[config.mk]
export PLATFORM = sky130hd
export DESIGN_NAME = otc_clock_ctrl
export DESIGN_NICKNAME = d
export VERILOG_FILES = /design/src/hw/otc_pkg.sv /design/src/hw/otc_clock_ctrl.sv /design/src/hw/otc_osc_tap.sv
export SDC_FILE = /design/constraint.sdc
export NUM_CORES = 1
export LEC_CHECK = 0
export BUFFER_PORTS_ARGS = -buffer_cell sky130_fd_sc_hd__buf_2
export CAP_MARGIN = 20
export CORE_MARGIN = 3
export CORE_UTILIZATION = 51
export DETAILED_ROUTE_END_ITERATION = 12
export PLACE_DENSITY = 0.8
export SYNTH_ARGS = -nofsm -noshare
export SYNTH_HDL_FRONTEND = slang
export SYNTH_SLANG_ARGS = --single-unit
[constraint.sdc]
create_clock -name ref_clk -period 2.45 [get_ports ref_clk]
set_input_delay 0 -clock ref_clk [delete_from_list [all_inputs] [get_ports ref_clk]]
set_output_delay 0 -clock ref_clk [all_outputs]
set_load 0.03 [all_outputs]
[src/hw/otc_pkg.sv]
package otc_pkg;

    // =========================================================
    // Register indices; the byte address is four times the index.
    localparam logic [15:0] MAIN_CLOCK_CTRL_IDX   = 16'h0038;
    localparam logic [15:0] RC_TRIM_HIGH_IDX      = 16'h0039;
    localparam logic [15:0] SYSINT_CTRL_IDX       = 16'h003A;
    localparam logic [15:0] CLOCK_SWITCH_CTRL_IDX = 16'h003F;
    localparam logic [15:0] FACTORY_TRIM_IDX      = 16'hDEE0;
    localparam int          FACTORY_TRIM_COUNT    = 4;
    localparam int          ADDR_W                = 18;

    // =========================================================
    // Field positions.
    localparam int SLOW_MODE_BIT   = 0;
    localparam int CLK_OUT_EN_BIT  = 1;
    localparam int TRIM_LOW_LSB    = 5;
    localparam int TRIM_LOW_MSB    = 6;
    localparam int SRC_SEL_BIT     = 0;
    localparam int INTERNAL_OSC_ACTIVE_FLAG_BIT     = 2;
    localparam int WU_FLAG_BIT     = 3;

    // =========================================================
    // Reset values.
    localparam logic [7:0] MAIN_CLOCK_CTRL_RST = 8'h00;
    localparam logic [7:0] RC_TRIM_HIGH_RST    = 8'hFF;
    localparam logic [1:0] TRIM_LOW_RST        = 2'h0;
    localparam logic [7:0] CLOCK_SWITCH_RST    = 8'h09;

    // =========================================================
    // Startup option codes.
    localparam logic [1:0] OPT_INTERNAL_RC = 2'h0;
    localparam logic [1:0] OPT_WAKEUP_RC   = 2'h1;

    // =========================================================
    // Switch timing in oscillator cycles.
    localparam logic [3:0] WU_SETTLE_CYCLES = 4'h3;
    localparam logic [3:0] RC_COUNT_CYCLES  = 4'h8;
    localparam logic [3:0] INTERNAL_OSC_ACTIVE_FLAG_CYCLES   = 4'h2;
    localparam int         SLOW_DIVIDE      = 32;
    localparam logic [3:0] SLOW_HALF_LAST   = 4'(SLOW_DIVIDE / 2 - 1);

    // =========================================================
    // Oscillator tap channels.
    localparam int OSC_RC  = 0;
    localparam int OSC_WU  = 1;
    localparam int OSC_EXT = 2;
    localparam int OSC_N   = 3;

    typedef enum logic [4:0] {
        ST_ON_RC   = 5'b00001,
        ST_TO_WU   = 5'b00010,
        ST_ON_WU   = 5'b00100,
        ST_RC_CNT  = 5'b01000,
        ST_INTERNAL_OSC_ACTIVE_FLAG = 5'b10000
    } otc_state_t;

endpackage : otc_pkg

[src/hw/otc_clock_ctrl.sv]
//Function
// - Trim word is upper byte register bits plus two bits 6:5 of sysint.
// - Reset restores the upper trim register to all ones.
// - Trim code monotonic; zero is fastest, all ones slowest.
// - Two-bit startup option selects internal RC, wake-up RC or external.
// - In-circuit mode forces the internal RC as clock source.
// - Four factory trim bytes readable only in user mode, survive erase.
// - Request for wake-up RC clears Internal_osc_active_flag, holds system clock high.
// - Wait three wake-up RC cycles, then set the wake-up flag.
// - Switch to wake-up RC on its rising edge, then stop internal RC.
// - Clearing select counts eight internal RC cycles with 4-bit counter.
// - Then clear wake-up flag in one cycle, set Internal_osc_active_flag after two.
// - Switch back on internal RC rising edge, then stop wake-up RC.
// - Internal RC is stopped with the external clock and in state ST_ON_WU only.
// - With internal RC selected, halt wake-up turns wake-up RC on.
// - With external clock selected, wake-up RC always runs.
// - Clock out enable bit drives clock onto pin; clear on reset.
// - Slow mode bit divides the CPU clock by 32; clear on reset.
// - Switch register: select bit 0, flags bits 2 and 3, reset 09h.
//
// The placing of the registers and the APB slave port were decided locally.
module otc_clock_ctrl
    import otc_pkg::*;
#(
    parameter logic [7:0] FACTORY_TRIM_H0 = 8'h80,
    parameter logic [7:0] FACTORY_TRIM_L0 = 8'h00,
    parameter logic [7:0] FACTORY_TRIM_H1 = 8'h80,
    parameter logic [7:0] FACTORY_TRIM_L1 = 8'h00
) (
    // Clock and reset.
    input  wire logic              ref_clk,
    input  wire logic              rstn,
    // APB slave.
    input  wire logic              psel,
    input  wire logic              penable,
    input  wire logic              pwrite,
    input  wire logic [ADDR_W-1:0] paddr,
    input  wire logic [31:0]       pwdata,
    output logic      [31:0]       prdata,
    output logic                   pready,
    output logic                   pslverr,
    // Oscillators and device mode.
    input  wire logic              rcOscClk,
    input  wire logic              wakeupOscClk,
    input  wire logic              extClk,
    input  wire logic [1:0]        startupClockOption,
    input  wire logic              inCircuitCommMode,
    input  wire logic              userMode,
    input  wire logic              haltWakeupEntry,
    // Oscillator control.
    output logic      [9:0]        trimWord,
    output logic                   rcOscEnable,
    output logic                   wakeupOscEnable,
    // Clocks.
    output logic                   sysClk,
    output logic                   cpuClk,
    // Clock output pin.
    output logic                   clockOutPin,
    output logic                   clockOutPinOe
);

    // =========================================================
    // Reset release.
    logic rstnMeta;
    logic rstnSync;

    always_ff @(posedge ref_clk or negedge rstn) begin
        if (!rstn) begin
            rstnMeta <= 1'b0;
            rstnSync <= 1'b0;
        end else begin
            rstnMeta <= 1'b1;
            rstnSync <= rstnMeta;
        end
    end

    // =========================================================
    // Oscillator taps.
    logic [OSC_N-1:0] oscIn;
    logic [OSC_N-1:0] oscLevel;
    logic [OSC_N-1:0] oscRise;

    assign oscIn[OSC_RC]  = rcOscClk;
    assign oscIn[OSC_WU]  = wakeupOscClk;
    assign oscIn[OSC_EXT] = extClk;

    genvar g;
    generate
        for (g = 0; g < OSC_N; g++) begin : gTap
            otc_osc_tap uTap (
                .ref_clk (ref_clk),
                .rstn    (rstnSync),
                .oscIn   (oscIn[g]),
                .level   (oscLevel[g]),
                .rise    (oscRise[g])
            );
        end
    endgenerate

    // =========================================================
    // APB decode.
    logic [7:0]  mainClockCtrl;
    logic [7:0]  rcTrimHigh;
    logic [1:0]  trimLowBits;
    logic        clockSourceSelect;
    logic        internalOscActiveFlag;
    logic        wakeupOscActiveFlag;
    logic        accessPhase;
    logic        wrEn;
    logic [15:0] regIdx;
    logic        addrAligned;
    logic        hitMain;
    logic        hitTrimHigh;
    logic        hitSysint;
    logic        hitSwitch;
    logic        hitFactory;
    logic [1:0]  factorySel;
    logic        mapped;
    logic [7:0]  next_readByte;

    assign accessPhase = psel & penable;
    assign wrEn        = accessPhase & pready & pwrite;
    assign regIdx      = paddr[ADDR_W-1:2];
    assign addrAligned = (paddr[1:0] == 2'h0);
    assign hitMain     = addrAligned & (regIdx == MAIN_CLOCK_CTRL_IDX);
    assign hitTrimHigh = addrAligned & (regIdx == RC_TRIM_HIGH_IDX);
    assign hitSysint   = addrAligned & (regIdx == SYSINT_CTRL_IDX);
    assign hitSwitch   = addrAligned & (regIdx == CLOCK_SWITCH_CTRL_IDX);
    assign hitFactory  = addrAligned & (regIdx[15:2] == FACTORY_TRIM_IDX[15:2]);
    assign factorySel  = regIdx[1:0];
    assign mapped      = hitMain | hitTrimHigh | hitSysint | hitSwitch
                       | (hitFactory & ~pwrite);

    // Factory trim bytes are constants and read as zero outside user mode.
    always_comb begin
        next_readByte = 8'h00;
        if (hitMain) begin
            next_readByte = mainClockCtrl;
        end else if (hitTrimHigh) begin
            next_readByte = rcTrimHigh;
        end else if (hitSysint) begin
            next_readByte[TRIM_LOW_MSB:TRIM_LOW_LSB] = trimLowBits;
        end else if (hitSwitch) begin
            next_readByte[SRC_SEL_BIT] = clockSourceSelect;
            next_readByte[INTERNAL_OSC_ACTIVE_FLAG_BIT] = internalOscActiveFlag;
            next_readByte[WU_FLAG_BIT] = wakeupOscActiveFlag;
        end else if (hitFactory && userMode) begin
            unique case (factorySel)
                2'h0: next_readByte = FACTORY_TRIM_H0;
                2'h1: next_readByte = FACTORY_TRIM_L0;
                2'h2: next_readByte = FACTORY_TRIM_H1;
                2'h3: next_readByte = FACTORY_TRIM_L1;
            endcase
        end
    end

    // =========================================================
    // APB answer: one wait cycle, then ready with data.
    always_ff @(posedge ref_clk or negedge rstnSync) begin
        if (!rstnSync) begin
            pready  <= 1'b0;
            pslverr <= 1'b0;
            prdata  <= 32'h0000_0000;
        end else begin
            pready  <= accessPhase & ~pready;
            pslverr <= accessPhase & ~pready & ~mapped;
            if (accessPhase && !pready && !pwrite) begin
                prdata <= {24'h00_0000, next_readByte};
            end
        end
    end

    // =========================================================
    // Software registers.
    always_ff @(posedge ref_clk or negedge rstnSync) begin
        if (!rstnSync) begin
            mainClockCtrl <= MAIN_CLOCK_CTRL_RST;
            rcTrimHigh    <= RC_TRIM_HIGH_RST;
            trimLowBits   <= TRIM_LOW_RST;
        end else if (wrEn) begin
            if (hitMain) begin
                mainClockCtrl <= {6'h00, pwdata[CLK_OUT_EN_BIT],
                                  pwdata[SLOW_MODE_BIT]};
            end
            if (hitTrimHigh) begin
                rcTrimHigh <= pwdata[7:0];
            end
            if (hitSysint) begin
                trimLowBits <= pwdata[TRIM_LOW_MSB:TRIM_LOW_LSB];
            end
        end
    end

    // Larger codes slow the RC monotonically; zero is the fastest.
    always_ff @(posedge ref_clk or negedge rstnSync) begin
        if (!rstnSync) begin
            trimWord <= {RC_TRIM_HIGH_RST, TRIM_LOW_RST};
        end else begin
            trimWord <= {rcTrimHigh, trimLowBits};
        end
    end

    // =========================================================
    // Startup source capture.
    logic startupDone;
    logic srcExternal;
    logic iccLock;

    always_ff @(posedge ref_clk or negedge rstnSync) begin
        if (!rstnSync) begin
            startupDone <= 1'b0;
            srcExternal <= 1'b0;
            iccLock     <= 1'b0;
        end else if (!startupDone) begin
            startupDone <= 1'b1;
            iccLock     <= inCircuitCommMode;
            srcExternal <= !inCircuitCommMode
                        && startupClockOption != OPT_INTERNAL_RC
                        && startupClockOption != OPT_WAKEUP_RC;
        end
    end

    // =========================================================
    // Clock switch sequencer.
    otc_state_t state;
    logic [3:0] cycleCnt;
    logic       wuCleared;
    logic       startRc;

    assign startRc = !inCircuitCommMode
                   && startupClockOption == OPT_INTERNAL_RC;

    always_ff @(posedge ref_clk or negedge rstnSync) begin
        if (!rstnSync) begin
            state                 <= ST_ON_WU;
            clockSourceSelect     <= CLOCK_SWITCH_RST[SRC_SEL_BIT];
            internalOscActiveFlag <= CLOCK_SWITCH_RST[INTERNAL_OSC_ACTIVE_FLAG_BIT];
            wakeupOscActiveFlag   <= CLOCK_SWITCH_RST[WU_FLAG_BIT];
            cycleCnt              <= 4'h0;
            wuCleared             <= 1'b0;
        end else if (!startupDone) begin
            if (inCircuitCommMode || startRc) begin
                state                 <= ST_ON_RC;
                clockSourceSelect     <= 1'b0;
                internalOscActiveFlag <= 1'b1;
                wakeupOscActiveFlag   <= 1'b0;
            end
        end else begin
            if (wrEn && hitSwitch && !iccLock && !srcExternal) begin
                clockSourceSelect <= pwdata[SRC_SEL_BIT];
            end
            unique case (state)
                ST_ON_RC: begin
                    if (clockSourceSelect && !iccLock && !srcExternal) begin
                        state                 <= ST_TO_WU;
                        internalOscActiveFlag <= 1'b0;
                        cycleCnt              <= 4'h0;
                    end
                end
                ST_TO_WU: begin
                    if (oscRise[OSC_WU]) begin
                        if (cycleCnt == WU_SETTLE_CYCLES - 4'h1) begin
                            wakeupOscActiveFlag <= 1'b1;
                            state               <= ST_ON_WU;
                        end else begin
                            cycleCnt <= cycleCnt + 4'h1;
                        end
                    end
                end
                ST_ON_WU: begin
                    if (!clockSourceSelect) begin
                        state    <= ST_RC_CNT;
                        cycleCnt <= 4'h0;
                    end
                end
                ST_RC_CNT: begin
                    if (oscRise[OSC_RC]) begin
                        if (cycleCnt == RC_COUNT_CYCLES - 4'h1) begin
                            state     <= ST_INTERNAL_OSC_ACTIVE_FLAG;
                            cycleCnt  <= 4'h0;
                            wuCleared <= 1'b0;
                        end else begin
                            cycleCnt <= cycleCnt + 4'h1;
                        end
                    end
                end
                ST_INTERNAL_OSC_ACTIVE_FLAG: begin
                    if (!wuCleared && oscRise[OSC_WU]) begin
                        wakeupOscActiveFlag <= 1'b0;
                        wuCleared           <= 1'b1;
                    end
                    if (wuCleared && oscRise[OSC_RC]) begin
                        if (cycleCnt == INTERNAL_OSC_ACTIVE_FLAG_CYCLES - 4'h1) begin
                            internalOscActiveFlag <= 1'b1;
                            state                 <= ST_ON_RC;
                        end else begin
                            cycleCnt <= cycleCnt + 4'h1;
                        end
                    end
                end
            endcase
        end
    end

    // =========================================================
    // Glitch-free system clock selection.
    logic next_sysClk;

    always_comb begin
        next_sysClk = 1'b1;
        if (srcExternal) begin
            next_sysClk = oscLevel[OSC_EXT];
        end else begin
            unique case (state)
                ST_ON_RC:   next_sysClk = oscLevel[OSC_RC];
                ST_TO_WU:   next_sysClk = 1'b1;
                ST_ON_WU:   next_sysClk = oscLevel[OSC_WU];
                ST_RC_CNT:  next_sysClk = oscLevel[OSC_WU];
                ST_INTERNAL_OSC_ACTIVE_FLAG: next_sysClk = oscLevel[OSC_WU] | wuCleared;
            endcase
        end
    end

    // =========================================================
    // Oscillator enables.
    logic rcSelected;

    assign rcSelected = !srcExternal && state == ST_ON_RC;

    always_ff @(posedge ref_clk or negedge rstnSync) begin
        if (!rstnSync) begin
            rcOscEnable     <= 1'b0;
            wakeupOscEnable <= 1'b1;
        end else begin
            rcOscEnable     <= !srcExternal
                            && (state != ST_ON_WU || !startupDone);
            wakeupOscEnable <= srcExternal
                            || (state != ST_ON_RC)
                            || (rcSelected && haltWakeupEntry);
        end
    end

    // =========================================================
    // Slow mode divider and clock outputs.
    logic [3:0] divCnt;
    logic       slowClk;
    logic       sysRise;

    assign sysRise = next_sysClk & ~sysClk;

    always_ff @(posedge ref_clk or negedge rstnSync) begin
        if (!rstnSync) begin
            divCnt  <= 4'h0;
            slowClk <= 1'b0;
        end else if (sysRise) begin
            divCnt <= divCnt + 4'h1;
            if (divCnt == SLOW_HALF_LAST) begin
                slowClk <= ~slowClk;
            end
        end
    end

    always_ff @(posedge ref_clk or negedge rstnSync) begin
        if (!rstnSync) begin
            sysClk        <= 1'b1;
            cpuClk        <= 1'b1;
            clockOutPin   <= 1'b0;
            clockOutPinOe <= 1'b0;
        end else begin
            sysClk        <= next_sysClk;
            cpuClk        <= mainClockCtrl[SLOW_MODE_BIT] ? slowClk
                                                          : next_sysClk;
            clockOutPinOe <= mainClockCtrl[CLK_OUT_EN_BIT];
            clockOutPin   <= mainClockCtrl[CLK_OUT_EN_BIT] & next_sysClk;
        end
    end

endmodule : otc_clock_ctrl

[src/hw/otc_osc_tap.sv]
module otc_osc_tap (
    // Clock and reset.
    input  wire logic ref_clk,
    input  wire logic rstn,
    // Oscillator level.
    input  wire logic oscIn,
    // Sampled level and rising-edge pulse.
    output logic      level,
    output logic      rise
);

    // =========================================================
    // Sampling and edge detection.
    always_ff @(posedge ref_clk or negedge rstn) begin
        if (!rstn) begin
            level <= 1'b0;
            rise  <= 1'b0;
        end else begin
            level <= oscIn;
            rise  <= oscIn & ~level;
        end
    end

endmodule : otc_osc_tap

Yosys cells after proc, flatten, opt, wreduce, memory -nomap -nowiden
Index checks and enable logic that the tools add are counted.
{ "totals": {"register_bits": 66, "in_bits": 63, "output_inout_bits": 50} }
{ "classes": {"addsub": 2, "n_eq_ne": 41, "n_mux": 52, "bitwise_logic": 27, "reduce_logical": 46} }
{ "op_table": {"columns": ["op", "count"], "rows": [
  ["16-bit by 6-bit equality test with 1-bit output, second input constant", 4],
  ["5-bit two-way mux", 11],
  ["4-bit two-way mux", 9],
  ["5-bit case mux with 5 select lines", 1],
  ["8-bit two-way mux", 3],
  ["3-bit != test, second input constant", 7],
  ["1-bit two-way mux", 20],
  ["4-bit case mux with 5 select lines", 1],
  ["1-bit logical AND", 16],
  ["8-bit case mux with 2 select lines", 1],
  ["1-bit AND", 15],
  ["5-bit AND reduction", 3],
  ["14-bit equality test, second input constant", 1],
  ["2-bit != test, second input constant", 7],
  ["2-bit AND reduction", 5],
  ["9-bit AND reduction", 1],
  ["4-bit by 1-bit adder with 4-bit output, second input constant", 2],
  ["2-bit by 1-bit != test with 1-bit output, second input constant", 4],
  ["8-bit AND reduction", 1],
  ["1-bit logical NOT", 7],
  ["1-bit inverter", 7],
  ["2-bit logical NOT", 3],
  ["3-bit by 1-bit != test with 1-bit output, second input constant", 2],
  ["3-bit by 2-bit != test with 1-bit output, second input constant", 2],
  ["other kinds (20)", 35]
]} }

Depth between registers and ports, before layout
Gate-level depths: netlist of the first run.
{ "logic_depth": {"ltp_word": 8, "mapped_depth": 7} }

Cells and area by module
From an unflattened synthesis of the first run, not the netlist that was laid out.
{ "hier_totals": {"cells_unflattened": 297, "area_unflattened_um2": 3407.0} }
{ "by_module_without_submodules": {"columns": ["module", "instances", "cells_each", "area_per_inst_um2", "seq_area_each_um2"], "rows": [
  ["otc_clock_ctrl", 1, 288, 3215.6, 1554.0],
  ["otc_osc_tap", 3, 3, 63.8, 50.0]
]} }

Worst setup path before layout of the first run
OpenSTA, ideal clock, no wires.
{ "synth_path": {"path_kind": "reg-to-reg", "startpoint": "reg clockSourceSelect", "endpoint": "reg state[1]", "arrival_time_ns": 1.690, "setup_slack_ns": 0.635, "stages_incl_launch_ff": 6, "path_buffers": 0, "period_less_slack_ns": 1.815, "path_cell_list": "dfstp_2 > or3b_1 > nand4_1 > o311ai_2 > a21oi_4 > mux2_2"} }
{ "synth_via": {"elab_chain_cells": 4, "elab_cells_between_ends": 5} }
{ "synth_rtl": {"columns": ["element", "line_no", "rtl"], "rows": [
  ["start: declaration", "otc_clock_ctrl.sv:105", "logic clockSourceSelect;"],
  ["start signal: assignment", "otc_clock_ctrl.sv:236", "clockSourceSelect <= CLOCK_SWITCH_RST[SRC_SEL_BIT];"],
  ["start signal: assignment", "otc_clock_ctrl.sv:250", "clockSourceSelect <= pwdata[SRC_SEL_BIT];"],
  ["1-bit logical AND (2 in series)", "otc_clock_ctrl.sv:254", "if (clockSourceSelect && !iccLock && !srcExternal) begin"],
  ["3-bit != test (no source line)", null, null],
  ["9-bit AND reduction (no source line) (*)", null, null],
  ["end signal: assignment", "otc_clock_ctrl.sv:255", "state <= ST_TO_WU;"],
  ["end signal: assignment", "otc_clock_ctrl.sv:264", "state <= ST_ON_WU;"],
  ["end signal: assignment", "otc_clock_ctrl.sv:272", "state <= ST_RC_CNT;"],
  ["end: declaration", "otc_clock_ctrl.sv:225", "otc_state_t state;"]
]} }
Every way passes the cells marked *; elsewhere a longest branch is shown, timed or not.
A chain may end at the register's enable or synchronous reset.

Worst setup path in the final report of the first run
{ "layout_path": {"startpoint": "reg cycleCnt[0]", "endpoint": "reg state[3]"} }
{ "layout_via": {"elab_chain_cells": 3, "elab_cells_between_ends": 7} }
{ "layout_rtl": {"columns": ["element", "line_no", "rtl"], "rows": [
  ["start: declaration", "otc_clock_ctrl.sv:226", "logic [3:0] cycleCnt;"],
  ["start signal: assignment", "otc_clock_ctrl.sv:266", "cycleCnt <= cycleCnt + 4'h1;"],
  ["start signal: assignment", "otc_clock_ctrl.sv:283", "cycleCnt <= cycleCnt + 4'h1;"],
  ["start signal: assignment", "otc_clock_ctrl.sv:297", "cycleCnt <= cycleCnt + 4'h1;"],
  ["4-bit by 3-bit equality test with 1-bit output (tied with other cells)", "otc_clock_ctrl.sv:278", "if (cycleCnt == RC_COUNT_CYCLES - 4'h1) begin"],
  ["3-bit != test (no source line)", null, null],
  ["9-bit AND reduction (no source line) (*)", null, null],
  ["end signal: assignment", "otc_clock_ctrl.sv:272", null],
  ["end signal: assignment", "otc_clock_ctrl.sv:279", "state <= ST_INTERNAL_OSC_ACTIVE_FLAG;"],
  ["end signal: assignment", "otc_clock_ctrl.sv:295", "state <= ST_ON_RC;"]
]} }
Marks and branches as above.

==> results of run 1 <==
==> timing repair <==
| item | 4_1_cts | 5_1_grt |
|---|---|---|
| setup endpoints to repair | 0 | 0 |
| buffers inserted | 0 | 0 |
| endpoints found under the hold margin | 26 | 0 |
| hold buffers | 20 | 0 |
==> tightest hold or removal path, stage by stage <==
cell and delay, ps:
buf_2 70, nor2_1 60, nand4_1 90, o211a_1 140
==> per-layer routing <==
metal	global-route usage [%]	wire length [µm]	up-vias
met5	0	0	-
met1	24.6	3120	1252
met3	6.89	562	17
met2	31.8	3530	119
li1	-	-	1240
met4	8.65	171	0
==> cell usage after synthesis (3+ instances only) <==
library cell	n
nand2b_1	3
nor3b_1	5
and3_1	4
nand2_1	26
dfrtp_1	44
dfstp_2	22
o31ai_1	5
nand3_1	10
xnor2_1	6
o211ai_1	3
nor2b_1	7
nand4_1	6
or3_1	3
nor2_1	17
mux2_4	8
ha_1	4
a32oi_1	4
inv_1	10
o21ai_0	13
buf_4	27
mux2_2	7
nand4b_1	3
a21oi_1	4
nor3_1	5
==> flip-flops by register name (all words and copies together) (netlist names), 2 cells and up <==
| name | flops |
|---|---|
| cycleCnt | 4 |
| divCnt | 4 |
| gTap.uTap.level | 3 |
| gTap.uTap.rise | 2 |
| mainClockCtrl | 2 |
| prdata | 8 |
| rcTrimHigh | 8 |
| state | 5 |
| trimLowBits | 2 |
| trimWord | 10 |
==> per-stage QoR <==
stage,total power [mW],worst slack (ps)
floorplan,1.79,515
global placement,1.87,498
detailed placement,1.89,466
CTS,2.82,460
global route,2.97,313
finish,2.81,463
==> final cells by class <==
class                      instances  area, µm²  share of cell area, %
clock buffer                      13        149                   3.59
clock inverter                     3       40.0                  0.966
inverter                          10       37.5                  0.905
multi-input combinational        222       1590                   38.3
sequential                        66       1680                   40.5
tap                               77       96.3                   2.32
timing repair buffer              87        556                   13.4
==> path summary, 6_finish.rpt <==
path                       slack (ps)  cells after the start             endpoint        start
min in group asynchronous         330                      0            prdata[4]     rstnSync
min reg2reg                       330                      0            prdata[4]     rstnSync
min                                50                      4              pslverr     paddr[0]
max                               460                      7             state[3]  cycleCnt[0]
max in group asynchronous        1430                      1  wakeupOscActiveFlag     rstnSync
max reg2reg                       460                      7             state[3]  cycleCnt[0]
==> cell families after synthesis <==
group | after synthesis | synth area share (%)
AOI/OAI and AO/OA | 51 | 12.1
muxes | 19 | 7.00
buffers and inverters | 43 | 7.91
and+or+nand+nor | 116 | 21.1
adders and majority gates | 4 | 1.45
other | 2 | 0.218
DFF | 66 | 48.7
xor gates and xnor gates | 6 | 1.52
==> power groups by stage <==
stage               clock network, mW  registers, mW  logic, mW
floorplan                           0           1.31      0.474
CTS                             0.923           1.31      0.586
global placement                    0           1.32      0.544
finish                          0.907           1.31      0.585
global route                    0.977           1.33      0.655
detailed placement                  0           1.33      0.561
==> flow_metrics.env, run 1 <==
export IMPL_vias=2628
export IMPL_intPower_mw=1.95
export IMPL_worstMarginPinSlew_ps=714
export IMPL_layout_commonest_cell="buf_2"
export IMPL_power_density_nw_per_um2=677
export IMPL_crit_path_max_fanout=6
export IMPL_max_freq_ghz=0.503
export IMPL_hpwl_um=5180
export IMPL_cts_root_buffer="clkbuf_8"
export IMPL_startpoint_type="flip-flop"
export IMPL_wl_per_cell_um=15.5
export IMPL_combPwrFrac_pct=20.9
export IMPL_final_core_util_pct=64.2
export IMPL_grt_max_degree=36
export IMPL_crit_chain="inv_1, ha_1, nor3b_1, and2_1, o211ai_1, a21oi_4, mux2_2"
export IMPL_cpPeakStageDelay_ps=450
export IMPL_grt_pass1_wl_um=11900
export IMPL_maxSlewViolCount=0
export IMPL_cp_num_buf_inv=1
export IMPL_hold_violations=0
export IMPL_layout_common_cells="buf_2, dfrtp_1, nand2_1, conb_1, dfstp_2"
export IMPL_drive_gt1_share_pct=35.2
export IMPL_grt_pass1_vias=2538
export IMPL_whs_ps=47.6
export IMPL_drtIter0Drc=112
export IMPL_overflow=0
export IMPL_synthArstFlopShare_pct=100
export IMPL_ir_drop_mv=0.444
export IMPL_synth_area_leader_cell="dfrtp_1"
export IMPL_io_pins=113
export IMPL_postPlaceCellArea_um2=3760
export IMPL_critical_path_class="reg -> reg"
export IMPL_fp_dieW_um=88.2
export IMPL_syn_area_um2=3450
export IMPL_run_status="completed"
export IMPL_yosysWarnings=0
export IMPL_coreArea_um2=6460
export IMPL_htreeDepth=3
export IMPL_slowest_stage="dfrtp_1"
export IMPL_cts_tree="yes"
export IMPL_antennaDiodeCount=0
export IMPL_final_cells=478
export IMPL_rsz0062_at_grt="false"
export IMPL_grt_antenna_before_repair=0
export IMPL_cap_violations=0
export IMPL_setup_violations_final=0
export IMPL_grtUsageTotal_pct=19.9
export IMPL_drc=0
export IMPL_fin_tns_setup_ps=0
export IMPL_clkLatencyLatePin_ps=350
export IMPL_synth_ff_latch_count=66
export IMPL_synthCells=307
export IMPL_period_share_pct=81.1
export IMPL_synth_area_leaders="dfrtp_1, dfstp_2, buf_4, mux2_4, nand2_1"
export IMPL_cp_end_kind="flip-flop"
export IMPL_postCtsResizedCells=0
export IMPL_cts_buffer_depth=2
export IMPL_synth_edf_count=0
export IMPL_cts_sinks=66
export IMPL_slew_limit_headroom_pct=52.4
export IMPL_ys_seq_area_share_pct=48.7
export IMPL_clock_skew_ps=8.67
export IMPL_clkPwrFrac_pct=32.3
export IMPL_floorplan_initialDensity_pct=53.4
export IMPL_postLayoutCellArea_um2=4150
export IMPL_synth_flop_cell="dfrtp_1"
export IMPL_syn_to_final_growth_pct=20.2
export IMPL_firstDrtPassIters=4
export IMPL_dieArea_um2=7790
export IMPL_portBuffers=64
export IMPL_routabilityCongestion=0.928
export IMPL_viasPerCell=5.50
export IMPL_nets=463
export IMPL_die_h_um=88.2
export IMPL_synth_area_per_cell_um2=11.2
export IMPL_fp_row_count=29
export IMPL_critical_path_top_delay_family="simple AND/OR/NAND/NOR gates"
export IMPL_switchingPower_mw=0.860
export IMPL_hp_class="in -> reg"
export IMPL_cp_required_ps=2680
export IMPL_ys_types=71
export IMPL_drt_wl_total_um=7390
export IMPL_ant_nets=0
export IMPL_seq_power_share_pct=46.8
export IMPL_worstPathArrival_ps=2220
export IMPL_clkTransAtPathRegs_ps=70
export IMPL_fill_cells=507
export IMPL_leakagePower_nw=1.97
export IMPL_fin_crit_ps=1990
export IMPL_switching_share_pct=30.7
export IMPL_synth_top_area_share_pct=31.9
export IMPL_placed_cells=442
export IMPL_cts_buffers=9
Note: power is estimated with default switching activity, not from simulation.
==> run 2, diff against run 1 <==
CORE_UTILIZATION = 46   (was 51)
PLACE_DENSITY = 0.77   (was 0.8)
clock period = 1.76 ns   (was 2.45 ns; I/O delays follow)
==> flow_metrics.env, run 2 (synthesis gave the netlist of run 1 again) <==
export IMPL_wl_per_cell_um=14.8
export IMPL_fin_crit_ps=1920
export IMPL_fp_dieW_um=92.6
export IMPL_placed_cells=491
export IMPL_coreArea_um2=7020
export IMPL_total_power_mw=4.00
export IMPL_critical_path_class="reg -> reg"
export IMPL_final_cells=535
export IMPL_drive_gt1_share_pct=44.4
export IMPL_hp_class="in -> reg"
export IMPL_max_freq_ghz=0.520
export IMPL_place_ws_ps=-149
export IMPL_fin_tns_setup_ps=-679
export IMPL_drtIter0Drc=118
export IMPL_firstDrtPassIters=4
export IMPL_drt_wl_total_um=7920
export IMPL_ant_nets=0
export IMPL_clock_skew_ps=5.78
export IMPL_grtUsageTotal_pct=18.5
export IMPL_viasPerCell=5.14
export IMPL_hold_violations=0
export IMPL_cts_sinks=66
export IMPL_grt_max_degree=65
export IMPL_leakagePower_nw=2.17
export IMPL_die_h_um=92.6
export IMPL_max_flop_register="trimWord"
export IMPL_overflow=0
export IMPL_setup_violations_final=8
export IMPL_largest_reg_flops=10
export IMPL_layout_commonest_cell="buf_2"
export IMPL_grt_pass1_wl_um=12600
export IMPL_postLayoutCellArea_um2=4560
export IMPL_violations="negative setup slack"
export IMPL_cts_root_buffer="clkbuf_8"
export IMPL_layout_common_cells="buf_2, dfrtp_1, buf_4"
export IMPL_htreeDepth=3
export IMPL_postPlaceCellArea_um2=4020
export IMPL_worstPathArrival_ps=2140
export IMPL_dieArea_um2=8570
export IMPL_fp_row_count=30
export IMPL_finalWorstSetupSlack_ps=-162
export IMPL_maxSlewViolCount=0
export IMPL_drc=0
export IMPL_rsz0062_at_grt="true"
export IMPL_grt_antenna_before_repair=0
export IMPL_power_density_nw_per_um2=877
export IMPL_cts_tree="yes"
export IMPL_crit_path_max_fanout=4
export IMPL_startpoint_type="flip-flop"
export IMPL_clkLatencyLatePin_ps=340
export IMPL_clkTransAtPathRegs_ps=70
export IMPL_largestRegisters="trimWord (10), prdata (8), rcTrimHigh (8)"
export IMPL_antennaDiodeCount=0
export IMPL_cp_end_kind="flip-flop"
export IMPL_run_status="complete, but fails checks"
export IMPL_cts_buffer_depth=2
export IMPL_cts_buffers=9
export IMPL_hold_depth=4
export IMPL_io_pins=113
export IMPL_ir_drop_mv=0.513
export IMPL_hpwl_um=5810
export IMPL_syn_to_final_growth_pct=32.3
export IMPL_vias=2750
export IMPL_nets=501
export IMPL_portBuffers=64
export IMPL_floorplan_initialDensity_pct=49.1
export IMPL_routabilityCongestion=0.876
export IMPL_cap_violations=0
export IMPL_cp_required_ps=1980
export IMPL_r2r_cells=7
export IMPL_period_share_pct=109
export IMPL_grt_pass1_vias=2647
## run 2: stage by stage
step	hold WS, ps	util (%)
after detailed placement	-214	57.3
after global placement	-215	57.3
after CTS	57.6	63.4
after global routing	81.9	65.0
after floorplan	-296	-
final	64.6	65.0
## run 2: area by class of cell
type | instances | area [µm²]
clock buffers | 11 | 151
clock inverters | 5 | 38.8
fillers | 532 | 2450
inverters | 10 | 37.5
multi-input cells | 222 | 1680
flip-flops and latches | 66 | 1680
well taps | 96 | 120
repair buffers | 125 | 848
## run 2: where the power goes
part           internal [mW]  switching, mW  total (mW)
sequential              1.66          0.133        1.79
clock                  0.589          0.581        1.17
combinational          0.488          0.555        1.04
total                   2.73           1.27        4.00
## run 2: worst max-delay path, stage by stage, from the launching register on
cell      delay [ps]
dfrtp_1          420
inv_1             80
ha_1             200
nor4b_4          260
buf_4            180
o311ai_4          90
a21oi_4          250
mux2_4           330
## run 2: worst paths after layout
check | from | to | slack [ps]
hold reg to reg | rstnSync | clockOutPin | 280
max in group asynchronous | rstn | rstnSync | 1120
min in group asynchronous | rstnSync | clockOutPin | 280
setup / recovery | cycleCnt[1] | state[1] | -160
setup reg to reg | cycleCnt[1] | state[1] | -160
hold / removal | paddr[1] | pslverr | 60
## run 2: per-layer routing
metal	vias up	part of all wire (%)	wire [µm]	track usage (%)
li1	1314	-	-	-
met1	1333	44	3500	24.3
met2	97	49	3890	30.6
met3	6	6.1	482	4.63
met4	0	0.62	49	4.46
met5	-	0	0	0
## run 2: repair_timing
action,CTS,global route
hold buffers,20,0
setup buffers,1,7
resized for setup,9,15
setup endpoints to repair,8,15
pin swaps,3,7
hold endpoints to repair,26,0
